===== config.mk =====
export PLATFORM = sky130hd
export DESIGN_NAME = audio_rate_upconverter
export DESIGN_NICKNAME = d
export VERILOG_FILES = /design/src/rate_conv_pkg.sv /design/src/audio_rate_upconverter.sv
export VERILOG_INCLUDE_DIRS = /design/src
export SDC_FILE = /design/constraint.sdc
export NUM_CORES = 2
export LEC_CHECK = 0
export BUFFER_PORTS_ARGS = -buffer_cell sky130_fd_sc_hd__buf_4
export CORE_MARGIN = 1.5
export CORE_UTILIZATION = 55
export DETAILED_ROUTE_END_ITERATION = 8
export GPL_TIMING_DRIVEN = 0
export PLACE_DENSITY_LB_ADDON = 0.05
export SYNTH_ARGS = -nofsm -noshare
export SYNTH_HDL_FRONTEND = slang
export SYNTH_SLANG_ARGS = --single-unit

===== constraint.sdc =====
create_clock -name clk -period 2.1 [get_ports clk]
set_input_delay 0.42 -clock clk [delete_from_list [all_inputs] [get_ports clk]]
set_output_delay 0.42 -clock clk [all_outputs]
set_load 0.02 [all_outputs]

===== src/rate_conv_defs.svh =====
// Register indices, field positions, reset values and counts.
// What this block does
// - A new output pair every 2*(N+1) crystal ticks, N from rate field.
// - Rate field takes any value 0 to 0xfff, divider 1 to 4096.
// - Converter runs only while enable bit 12 of config is one.
// - Each stored output pair raises an interrupt request.
// - Right-full bit 14, left-full bit 13 set on update, clear on read of that side's high register.
// - Overrun bit 15 sets when update hits unread output data.
// - Each 24-bit sample splits into bits 23:8 and bits 7:0 registers.
// - Outputs count as valid only after 19 input samples since start.
`ifndef RATE_CONV_DEFS_SVH
`define RATE_CONV_DEFS_SVH
`define ADDR_W 18
`define IDX_CONFIG 16'hfec6
`define IDX_LEFT_LO 16'hfec7
`define IDX_LEFT_HI 16'hfec8
`define IDX_RIGHT_LO 16'hfec9
`define IDX_RIGHT_HI 16'hfeca
`define IDX_IRQ_STAT 16'hfed0
`define IDX_IRQ_MASK 16'hfed1
`define CFG_ORUN_BIT 15
`define CFG_RFULL_BIT 14
`define CFG_LFULL_BIT 13
`define CFG_ENA_BIT 12
`define CFG_FS_MSB 11
`define REG_RESET 16'h0000
`define FS_W 12
`define IN_DELAY 19
`define IRQ_NEW_BIT 0
`define IRQ_ORUN_BIT 1
`define IRQ_W 2
`define RESP_OKAY 2'b00
`define RESP_SLVERR 2'b10
`endif


===== src/rate_conv_pkg.sv =====
// Types shared by the rate converter.
package rate_conv_pkg;
  // One stereo sample pair.
  typedef struct packed {
    logic [23:0] left;
    logic [23:0] right;
  } stereo_s;
endpackage


===== src/audio_rate_upconverter.sv =====
// Stereo upward sample rate converter with an AXI4-Lite register slave.
//
// Local design decision: register access over AXI4-Lite.
`timescale 1ns/100ps
`include "rate_conv_defs.svh"
module audio_rate_upconverter
  import rate_conv_pkg::*;
#(
  parameter int FS_W = `FS_W,
  parameter int IN_DELAY = `IN_DELAY
)(
  input wire logic clk,
  input wire logic rst_b,
  input wire logic crystal_clock,
  input wire logic dac_in_valid,
  input wire stereo_s dac_in,
  input wire logic [`ADDR_W-1:0] s_axi_awaddr,
  input wire logic s_axi_awvalid,
  output logic s_axi_awready,
  input wire logic [31:0] s_axi_wdata,
  input wire logic [3:0] s_axi_wstrb,
  input wire logic s_axi_wvalid,
  output logic s_axi_wready,
  output logic [1:0] s_axi_bresp,
  output logic s_axi_bvalid,
  input wire logic s_axi_bready,
  input wire logic [`ADDR_W-1:0] s_axi_araddr,
  input wire logic s_axi_arvalid,
  output logic s_axi_arready,
  output logic [31:0] s_axi_rdata,
  output logic [1:0] s_axi_rresp,
  output logic s_axi_rvalid,
  input wire logic s_axi_rready,
  output logic irq
);

  // The divider field and the data layout are fixed by the register map.
  if (FS_W != 12 || IN_DELAY < 1 || IN_DELAY > 255)
  begin : g_bad_param
    $error("audio_rate_upconverter: unsupported parameter value");
  end

  logic en_q;
  logic [FS_W-1:0] fs_q;
  logic [FS_W:0] cnt_q;
  logic lfull_q, rfull_q, orun_q;
  logic [15:0] left_hi_q, left_lo_q, right_hi_q, right_lo_q;
  logic [`IRQ_W-1:0] stat_q, mask_q;
  logic [7:0] seen_q;
  logic primed, out_tick;
  logic [FS_W:0] cnt_top;
  stereo_s dly_q [IN_DELAY];
  stereo_s out_pair;
  logic wr_go, rd_go;
  logic [15:0] wr_idx, rd_idx, wd, rd_val;
  logic wr_ok, rd_hit;

  // Write is taken when address and data have both been accepted.
  assign wr_go = s_axi_awready && s_axi_awvalid && s_axi_wvalid;
  assign rd_go = s_axi_arready && s_axi_arvalid;
  assign wr_idx = s_axi_awaddr[`ADDR_W-1:2];
  assign rd_idx = s_axi_araddr[`ADDR_W-1:2];
  assign wr_ok = (s_axi_awaddr[1:0] == 2'h0);
  assign wd = s_axi_wdata[15:0];

  // interval top
  // The counter runs 0..2N+1, so one pass spans 2*(N+1) crystal ticks.
  assign cnt_top = {fs_q, 1'b1};
  assign out_tick = en_q && crystal_clock && (cnt_q == cnt_top) && primed;
  assign primed = (seen_q == 8'(IN_DELAY));
  assign out_pair = dly_q[IN_DELAY-1];

  // Write channel handshake: both ready together, one write at a time.
  always_ff @(posedge clk or negedge rst_b)
  begin
    if (!rst_b)
    begin
      s_axi_awready <= 1'b0;
      s_axi_wready <= 1'b0;
    end
    else
    begin
      s_axi_awready <= s_axi_awvalid && s_axi_wvalid && !s_axi_awready &&
                       !s_axi_bvalid;
      s_axi_wready <= s_axi_awvalid && s_axi_wvalid && !s_axi_awready &&
                      !s_axi_bvalid;
    end
  end

  // Write response; unmapped or unaligned addresses answer SLVERR.
  always_ff @(posedge clk or negedge rst_b)
  begin
    if (!rst_b)
    begin
      s_axi_bvalid <= 1'b0;
      s_axi_bresp <= `RESP_OKAY;
    end
    else if (wr_go)
    begin
      s_axi_bvalid <= 1'b1;
      s_axi_bresp <= (wr_ok && (wr_idx == `IDX_CONFIG ||
                      wr_idx == `IDX_LEFT_LO || wr_idx == `IDX_LEFT_HI ||
                      wr_idx == `IDX_RIGHT_LO || wr_idx == `IDX_RIGHT_HI ||
                      wr_idx == `IDX_IRQ_STAT || wr_idx == `IDX_IRQ_MASK)) ?
                     `RESP_OKAY : `RESP_SLVERR;
    end
    else if (s_axi_bready)
      s_axi_bvalid <= 1'b0;
  end

  // Read decode of the registers; reserved bits read as zero.
  always_comb
  begin
    rd_hit = (s_axi_araddr[1:0] == 2'h0);
    case (rd_idx)
      `IDX_CONFIG: rd_val = {orun_q, rfull_q, lfull_q, en_q, fs_q};
      `IDX_LEFT_LO: rd_val = left_lo_q;
      `IDX_LEFT_HI: rd_val = left_hi_q;
      `IDX_RIGHT_LO: rd_val = right_lo_q;
      `IDX_RIGHT_HI: rd_val = right_hi_q;
      `IDX_IRQ_STAT: rd_val = {14'h0000, stat_q};
      `IDX_IRQ_MASK: rd_val = {14'h0000, mask_q};
      default:
      begin
        rd_val = 16'h0000;
        rd_hit = 1'b0;
      end
    endcase
  end

  // Read channel: address taken, data one cycle later, held until rready.
  always_ff @(posedge clk or negedge rst_b)
  begin
    if (!rst_b)
    begin
      s_axi_arready <= 1'b0;
      s_axi_rvalid <= 1'b0;
      s_axi_rdata <= 32'h00000000;
      s_axi_rresp <= `RESP_OKAY;
    end
    else
    begin
      s_axi_arready <= s_axi_arvalid && !s_axi_arready && !s_axi_rvalid;
      if (rd_go)
      begin
        s_axi_rvalid <= 1'b1;
        s_axi_rdata <= rd_hit ? {16'h0000, rd_val} : 32'h00000000;
        s_axi_rresp <= rd_hit ? `RESP_OKAY : `RESP_SLVERR;
      end
      else if (s_axi_rready)
        s_axi_rvalid <= 1'b0;
    end
  end

  // Configuration: enable and rate field are written by software.
  always_ff @(posedge clk or negedge rst_b)
  begin
    if (!rst_b)
    begin
      en_q <= 1'b0;
      fs_q <= FS_W'(`REG_RESET);
    end
    else if (wr_go && wr_ok && wr_idx == `IDX_CONFIG)
    begin
      if (s_axi_wstrb[0])
        fs_q[7:0] <= wd[7:0];
      if (s_axi_wstrb[1])
      begin
        fs_q[`CFG_FS_MSB:8] <= wd[`CFG_FS_MSB:8];
        en_q <= wd[`CFG_ENA_BIT];
      end
    end
  end

  // interval counter
  // Counting only on crystal ticks makes the interval exact in crystal time.
  always_ff @(posedge clk or negedge rst_b)
  begin
    if (!rst_b)
      cnt_q <= '0;
    else if (!en_q)
      cnt_q <= '0;
    else if (crystal_clock)
      cnt_q <= (cnt_q >= cnt_top) ? '0 : cnt_q + 1'b1;
  end

  // input delay line
  // Input pairs walk a delay line; output is trusted only once it is full.
  for (genvar i = 0; i < IN_DELAY; i++)
  begin : g_dly
    always_ff @(posedge clk or negedge rst_b)
    begin
      if (!rst_b)
        dly_q[i] <= '0;
      else if (en_q && dac_in_valid)
        dly_q[i] <= (i == 0) ? dac_in : dly_q[(i == 0) ? 0 : i-1];
    end
  end

  // start-up count
  // The count restarts whenever the converter is disabled.
  always_ff @(posedge clk or negedge rst_b)
  begin
    if (!rst_b)
      seen_q <= 8'h00;
    else if (!en_q)
      seen_q <= 8'h00;
    else if (dac_in_valid && !primed)
      seen_q <= seen_q + 8'h01;
  end

  // sample split
  // Low byte sits in the upper byte of the low register.
  always_ff @(posedge clk or negedge rst_b)
  begin
    if (!rst_b)
    begin
      left_hi_q <= `REG_RESET;
      left_lo_q <= `REG_RESET;
      right_hi_q <= `REG_RESET;
      right_lo_q <= `REG_RESET;
    end
    else if (out_tick)
    begin
      left_hi_q <= out_pair.left[23:8];
      left_lo_q <= {out_pair.left[7:0], 8'h00};
      right_hi_q <= out_pair.right[23:8];
      right_lo_q <= {out_pair.right[7:0], 8'h00};
    end
    else if (wr_go && wr_ok)
    begin
      // Software may overwrite the holding registers; flags do not move.
      case (wr_idx)
        `IDX_LEFT_LO: left_lo_q <= wd;
        `IDX_LEFT_HI: left_hi_q <= wd;
        `IDX_RIGHT_LO: right_lo_q <= wd;
        `IDX_RIGHT_HI: right_hi_q <= wd;
        default: left_lo_q <= left_lo_q;
      endcase
    end
  end

  // full flags
  // A fresh update in the same cycle as a read wins over the clear.
  always_ff @(posedge clk or negedge rst_b)
  begin
    if (!rst_b)
    begin
      lfull_q <= 1'b0;
      rfull_q <= 1'b0;
    end
    else if (out_tick)
    begin
      lfull_q <= 1'b1;
      rfull_q <= 1'b1;
    end
    else if (rd_go && rd_hit)
    begin
      if (rd_idx == `IDX_LEFT_HI)
        lfull_q <= 1'b0;
      if (rd_idx == `IDX_RIGHT_HI)
        rfull_q <= 1'b0;
    end
  end

  // overrun flag
  // Cleared by writing one to bit 15 of the config register.
  always_ff @(posedge clk or negedge rst_b)
  begin
    if (!rst_b)
      orun_q <= 1'b0;
    else if (out_tick && (lfull_q || rfull_q))
      orun_q <= 1'b1;
    else if (wr_go && wr_ok && wr_idx == `IDX_CONFIG && s_axi_wstrb[1] &&
             wd[`CFG_ORUN_BIT])
      orun_q <= 1'b0;
  end

  // interrupt status
  // Sticky status, write one to clear; a new event beats the clear.
  always_ff @(posedge clk or negedge rst_b)
  begin
    if (!rst_b)
    begin
      stat_q <= '0;
      mask_q <= '0;
    end
    else
    begin
      for (int b = 0; b < `IRQ_W; b++)
        if (wr_go && wr_ok && wr_idx == `IDX_IRQ_STAT && s_axi_wstrb[0] &&
            wd[b])
          stat_q[b] <= 1'b0;
      if (out_tick)
        stat_q[`IRQ_NEW_BIT] <= 1'b1;
      if (out_tick && (lfull_q || rfull_q))
        stat_q[`IRQ_ORUN_BIT] <= 1'b1;
      if (wr_go && wr_ok && wr_idx == `IDX_IRQ_MASK && s_axi_wstrb[0])
        mask_q <= wd[`IRQ_W-1:0];
    end
  end

  // interrupt line
  // Registered so the output is glitch free; costs one cycle of latency.
  always_ff @(posedge clk or negedge rst_b)
  begin
    if (!rst_b)
      irq <= 1'b0;
    else
      irq <= |(stat_q & mask_q);
  end
endmodule // audio_rate_upconverter


[Word-level counts from Yosys, hierarchy flattened]
Cells that the tools add are included.
Operators by class
  reductions and logical operators: 63
  multiplexer cells: 38
  add/subtract/negate cells: 2
  bitwise logic cells: 1
  eq/ne operators: 18
  order comparisons: 1
Operators by type and width (number)
  $eq 16x16->1 const B: 14
  $mux 16: 13
  $pmux 16 s7: 1
  $mux 13: 3
  $logic_and 1x1->1: 26
  $reduce_bool 2->1: 13
  $mux 1: 17
  $mux 8: 2
  $reduce_and 2->1: 8
  $add 13x1->13 const B: 1
  $eq 13x13->1: 1
  $ge 13x13->1: 1
  $add 8x1->8 const B: 1
  $eq 8x5->1 const B: 1
  $logic_or 1x1->1: 7
  $reduce_or 7->1: 1
  $logic_not 1->1: 5
  $logic_not 2->1: 2
  $mux 2: 2
  $and 2x2->2: 1
  $ne 2x1->1 const B: 1
  $ne 2x2->1 const B: 1
  $reduce_or 2->1: 1
Word-level totals
  register bits after elaboration: 1058
  bits of input ports: 129
  logic and storage cells: 184
  output and inout port bits: 42

[Logic depth before layout (Yosys ltp)]
  depth after elaboration: 9
  depth in mapped cells: 8
  depth with buffers taken out: 7

[Least setup slack after synthesis]
OpenSTA, ideal clock, no wires.
  path kind: register to register
  start: register cnt_q[3]
  end: register cnt_q[5]
  cell stages (with the launch flop): 7
  period minus slack after synthesis: 2129 ps
  setup time: 83 ps
  required time: 2017 ps
  data arrival time: 2046 ps
  slack: -29 ps
  path buffers: 0
  path through: dfrtp_1 > ha_1 > a21oi_1 > o221ai_2 > a2111o_1 > or4_1 > o21ai_0
Between the ends
  longest elaborated chain between the ends: 4
  elaborated cells on any way between the ends: 5
  those cells by class: 1 x add/sub; 1 x order compare; 3 x mux
Ends and longest elaborated chain
  start: declaration: RTL line audio_rate_upconverter.sv:45  | logic [FS_W:0] cnt_q;
  start signal: assignment: RTL line audio_rate_upconverter.sv:184  | cnt_q <= (cnt_q >= cnt_top) ? '0 : cnt_q + 1'b1;
  $add 13x1->13 or $ge 13x13->1 (tied branches): RTL line audio_rate_upconverter.sv:184
  $mux 13 (*): RTL line audio_rate_upconverter.sv:184
  $mux 13 (*): RTL line audio_rate_upconverter.sv:183  | else if (crystal_clock)
  $mux 13 (*): RTL line audio_rate_upconverter.sv:181  | else if (!en_q)
Every way passes the cells marked *; elsewhere a longest branch is shown, timed or not. The select of a mux whose other input is x is not followed.
A chain may end at the register's enable or synchronous reset.

[Final worst setup path]
  start: register fs_q[11]
  end: register cnt_q[2]
Between the ends
  longest elaborated chain between the ends: 4
Ends and longest elaborated chain
  start: declaration: RTL line audio_rate_upconverter.sv:44  | logic [FS_W-1:0] fs_q;
  start signal: assignment: RTL line audio_rate_upconverter.sv:161  | fs_q <= FS_W'(`REG_RESET);
  start signal: indexed assignment: RTL line audio_rate_upconverter.sv:169  | fs_q[`CFG_FS_MSB:8] <= wd[`CFG_FS_MSB:8];
  $ge 13x13->1: RTL line audio_rate_upconverter.sv:184
  $mux 13: RTL line audio_rate_upconverter.sv:184
  $mux 13: RTL line audio_rate_upconverter.sv:183
  $mux 13: RTL line audio_rate_upconverter.sv:181
No other way between the ends. The select of a mux whose other input is x is not followed.

==> metrics.csv <==
stage;metric;value;unit
drt;Initial DRT Pass Iterations;5;
setup_path;critical path class;reg2reg;
global_route;gr usage total;21.34;%
sta;Max Slew Vio Count;0;
global_route;gr ovfl total;0;
run_status;outcome;complete, but fails checks;
global_route;first-pass GRT wire length;126.8;mm
drt;drt total wl;77.56;mm
synth;most common cell in the netlist;dfrtp_1;
run_status;failing checks;hold timing, setup timing;
sta;slew of the pin with the lowest slew margin;1.088;ns
global_route;largest net degree at the start of global routing;130;
drt;WL per Instance;19.34;um
setup_path;WP data arrival;2.79;ns
clocking;clock buffer depth;3;
sta;Hold Vio Cnt, Final;103;
layout;non-filler instance count after layout;4011;
sta;final critical-path required period;2.225;ns
layout;Filler cells;5289;
min_path;HP Class;in2async;
setup_path;Reg2Reg Depth;8;
clocking;Sink Count;1040;
global_route;initial antenna violation count;0;
placement;Placement Setup Slack;-0.8760;ns
power;Flop pwr share;50.6;%
layout;ANT cells;0;
synth;ys async rst share;100.0;%
clocking;CTS Buf Count;107;
power;Max IR drop VDD;0.6817;mV
synth;Synth Area per Inst;15.50;um^2
placement;DPL Wire Length;54.13;mm
power;Comb pwr share;2.3;%
synth;synth warn;0;
sta;Slew headroom;26.90;%
power;sw power;8238;uW
clocking;CTS Hold Buffers Added;50;
drt;vias;21743;
sta;Setup violations, final;35;
drt;Antenna Nets Post-Route;0;
placement;Placer Congestion;0.8730;
setup_path;Worst EP required;2.67;ns
synth;number of enable flip-flop cells after synthesis;0;
clocking;H-tree depth;3;
power;P_int;31380;uW
power;pwr/cell area;817.7;mW/mm^2
floorplanning;Core Area;0.07283;mm^2
setup_path;Crit Path Max Fanout;8;
synth;sequential area share after synthesis;64.32;%
synth;top cells by area, synth;dfrtp_1 64%, mux2_2 26%, mux2i_1 1.7%, buf_2 0.99%, nor2_1 0.78%;
power;clock power share;47.1;%
setup_path;Crit. End Element;flop;
synth;Yosys cell types;66;
global_route;vias in the first global route;23036;
floorplanning;Die Ht;274.2;um
synth;Synth top area share;64.32;%
synth;most common flop cell mapped by yosys;dfrtp_1;
placement;Inst Count DP;3728;
synth;largest area contributor in the synthesized netlist;dfrtp_1;
floorplanning;I/O Pins;171;
sta;RSZ-0062 raised after global routing;yes;
clocking;Worst-Skew Late Latency;0.66;ns
sta;clk_skew;0.02638;ns
layout;synthesis-to-finish area growth;19.76;%
sta;WHS;-0.1848;ns
sta;Final period util;105.9;%
layout;share of cells above drive strength 1;50.33;%
sta;Max Freq;0.4495;GHz
synth;Mapped Cells;2611;
setup_path;startpoint types;flop;
floorplanning;initial core utilization;55.55;%
floorplanning;floorplan row count;99;
flow_run;Max Cap Violations;0;
power;Switching Fraction;20.79;%
drt;residual DRC count;0;
floorplanning;Die ar.;0.07520;mm^2
sta;Worst Slack Setup Final;-0.1245;ns
layout;Nets;3110;
synth;Mapped Area;0.04046;mm^2
clocking;Clock transition at path regs;0.06;ns
clocking;CTS tree;done;
floorplanning;Die Wd;274.2;um
clocking;Root Driver;clkbuf_16;
synth;Commonest cells post-synth;1040 x dfrtp_1, 925 x mux2_2, 84 x nor2_1, 80 x buf_2, 69 x mux2i_1;
drt;Via-to-Cell Ratio;5.421;
synth;Synth Register Bits;1040;
placement;PortBufs;132;
drt;initial DRC count;826;
power;LEAKAGE;0.02530;uW
==> layout by cell type (no fill, tap or decap), drive strengths merged, types with 23 or more instances in the layout <==
master / netlist / final
buf: 102 / 284
inv: 27 / 29
nor2: 84 / 84
mux2i: 69 / 69
clkinv: 1 / 23
a21oi: 56 / 56
dfrtp: 1040 / 1040
clkbuf: 48 / 208
mux2: 925 / 925
nand2: 43 / 43
dlygate4sd3: 0 / 50
o21ai: 29 / 29
==> worst max-delay path, stage by stage (launching register included) <==
cell,delay [ns]
dfrtp_1,0.41
inv_4,0.13
ha_4,0.22
nand4_1,0.15
nor3_4,0.09
a2111o_1,0.51
buf_6,0.17
o311a_1,0.32
nor2_1,0.12
==> logic make-up after synthesis <==
logic type / Yosys count / synth area share, %
muxes: 994 / 27.45
xor gates and xnor gates: 9 / 0.1948
adders and majority gates: 14 / 0.4329
buffers and inverters: 178 / 2.084
DFF: 1040 / 64.32
and+or+nand+nor: 211 / 2.808
other: 1 / 0.009268
AOI/OAI and AO/OA: 164 / 2.703
==> per-stage QoR <==
stage	power [uW]	TNS [ns]	area (um^2)	hold WS (ns)	util, %
5_1_grt	41130	-4.746	48460	-0.1217	66.53
2_1_floorplan	20570	0	40530	0.1244	-
6_report	39620	-1.436	48460	-0.1848	66.53
4_1_cts	40150	-1.271	48140	-0.1498	66.09
3_3_place_gp	21190	-	42720	0.4425	58.65
3_5_place_dp	21270	-640.75	42970	0.4520	59.00
==> routing by layer <==
metal | global-route usage [%] | vias up | wire [um]
li1 | - | 10058 | -
met1 | 26.31 | 11169 | 31920
met2 | 38.12 | 379 | 40400
met3 | 3.205 | 137 | 2732
met4 | 7.591 | 0 | 2507
met5 | 0 | - | 0
==> power groups by stage <==
stage / clock [uW] / sequential [uW] / combinational [uW]
after floorplan: 0 / 20400 / 123
after global placement: 0 / 20400 / 748
after detailed placement: 0 / 20400 / 840
after CTS: 19200 / 20100 / 920
after global routing: 20100 / 20000 / 1010
final: 18700 / 20100 / 896
==> layout make-up <==
cell class | instances | area (um^2) | share of cell area [%]
Clock buffer | 163 | 3208 | 6.620
Inverter | 28 | 115.1 | 0.2375
Multi-Input combinational cell | 1411 | 14310 | 29.52
Timing Repair Buffer | 232 | 2232 | 4.606
Sequential cell | 1040 | 26030 | 53.72
Tap cell | 959 | 1200 | 2.476
Buffer | 147 | 1012 | 2.089
Clock inverter | 31 | 354.1 | 0.7307
==> registers in the layout, indices dropped and copies added, names as in the netlist, 2 cells and up <==
signal	count
s_axi_rdata	16
dly_q	912
fs_q	12
left_hi_q	16
mask_q	2
right_hi_q	16
left_lo_q	16
right_lo_q	16
cnt_q	13
stat_q	2
seen_q	8
==> repair_timing <==
item / 4_1_cts / 5_1_grt
setup endpoints to repair: 996 / 293
setup buffers: 31 / 8
hold endpoints to repair: 153 / 103
pin swaps: 21 / 16
gates resized for setup: 217 / 83
gates cloned: 5 / 2
==> path summary, 6_finish.rpt <==
check / from / endpoint / slack, ns
worst max-delay path: fs_q[11] / cnt_q[2] / -0.12
worst min-delay path: rst_b / dly_q[76] / -0.18
worst max register to register: fs_q[11] / cnt_q[2] / -0.12
worst min register to register: s_axi_rvalid / s_axi_arready / 0.47
max in group asynchronous: rst_b / dly_q[820] / 0.51
min in group clk: s_axi_awvalid / s_axi_wready / 0.04
Power figures use the tool's default switching activity.
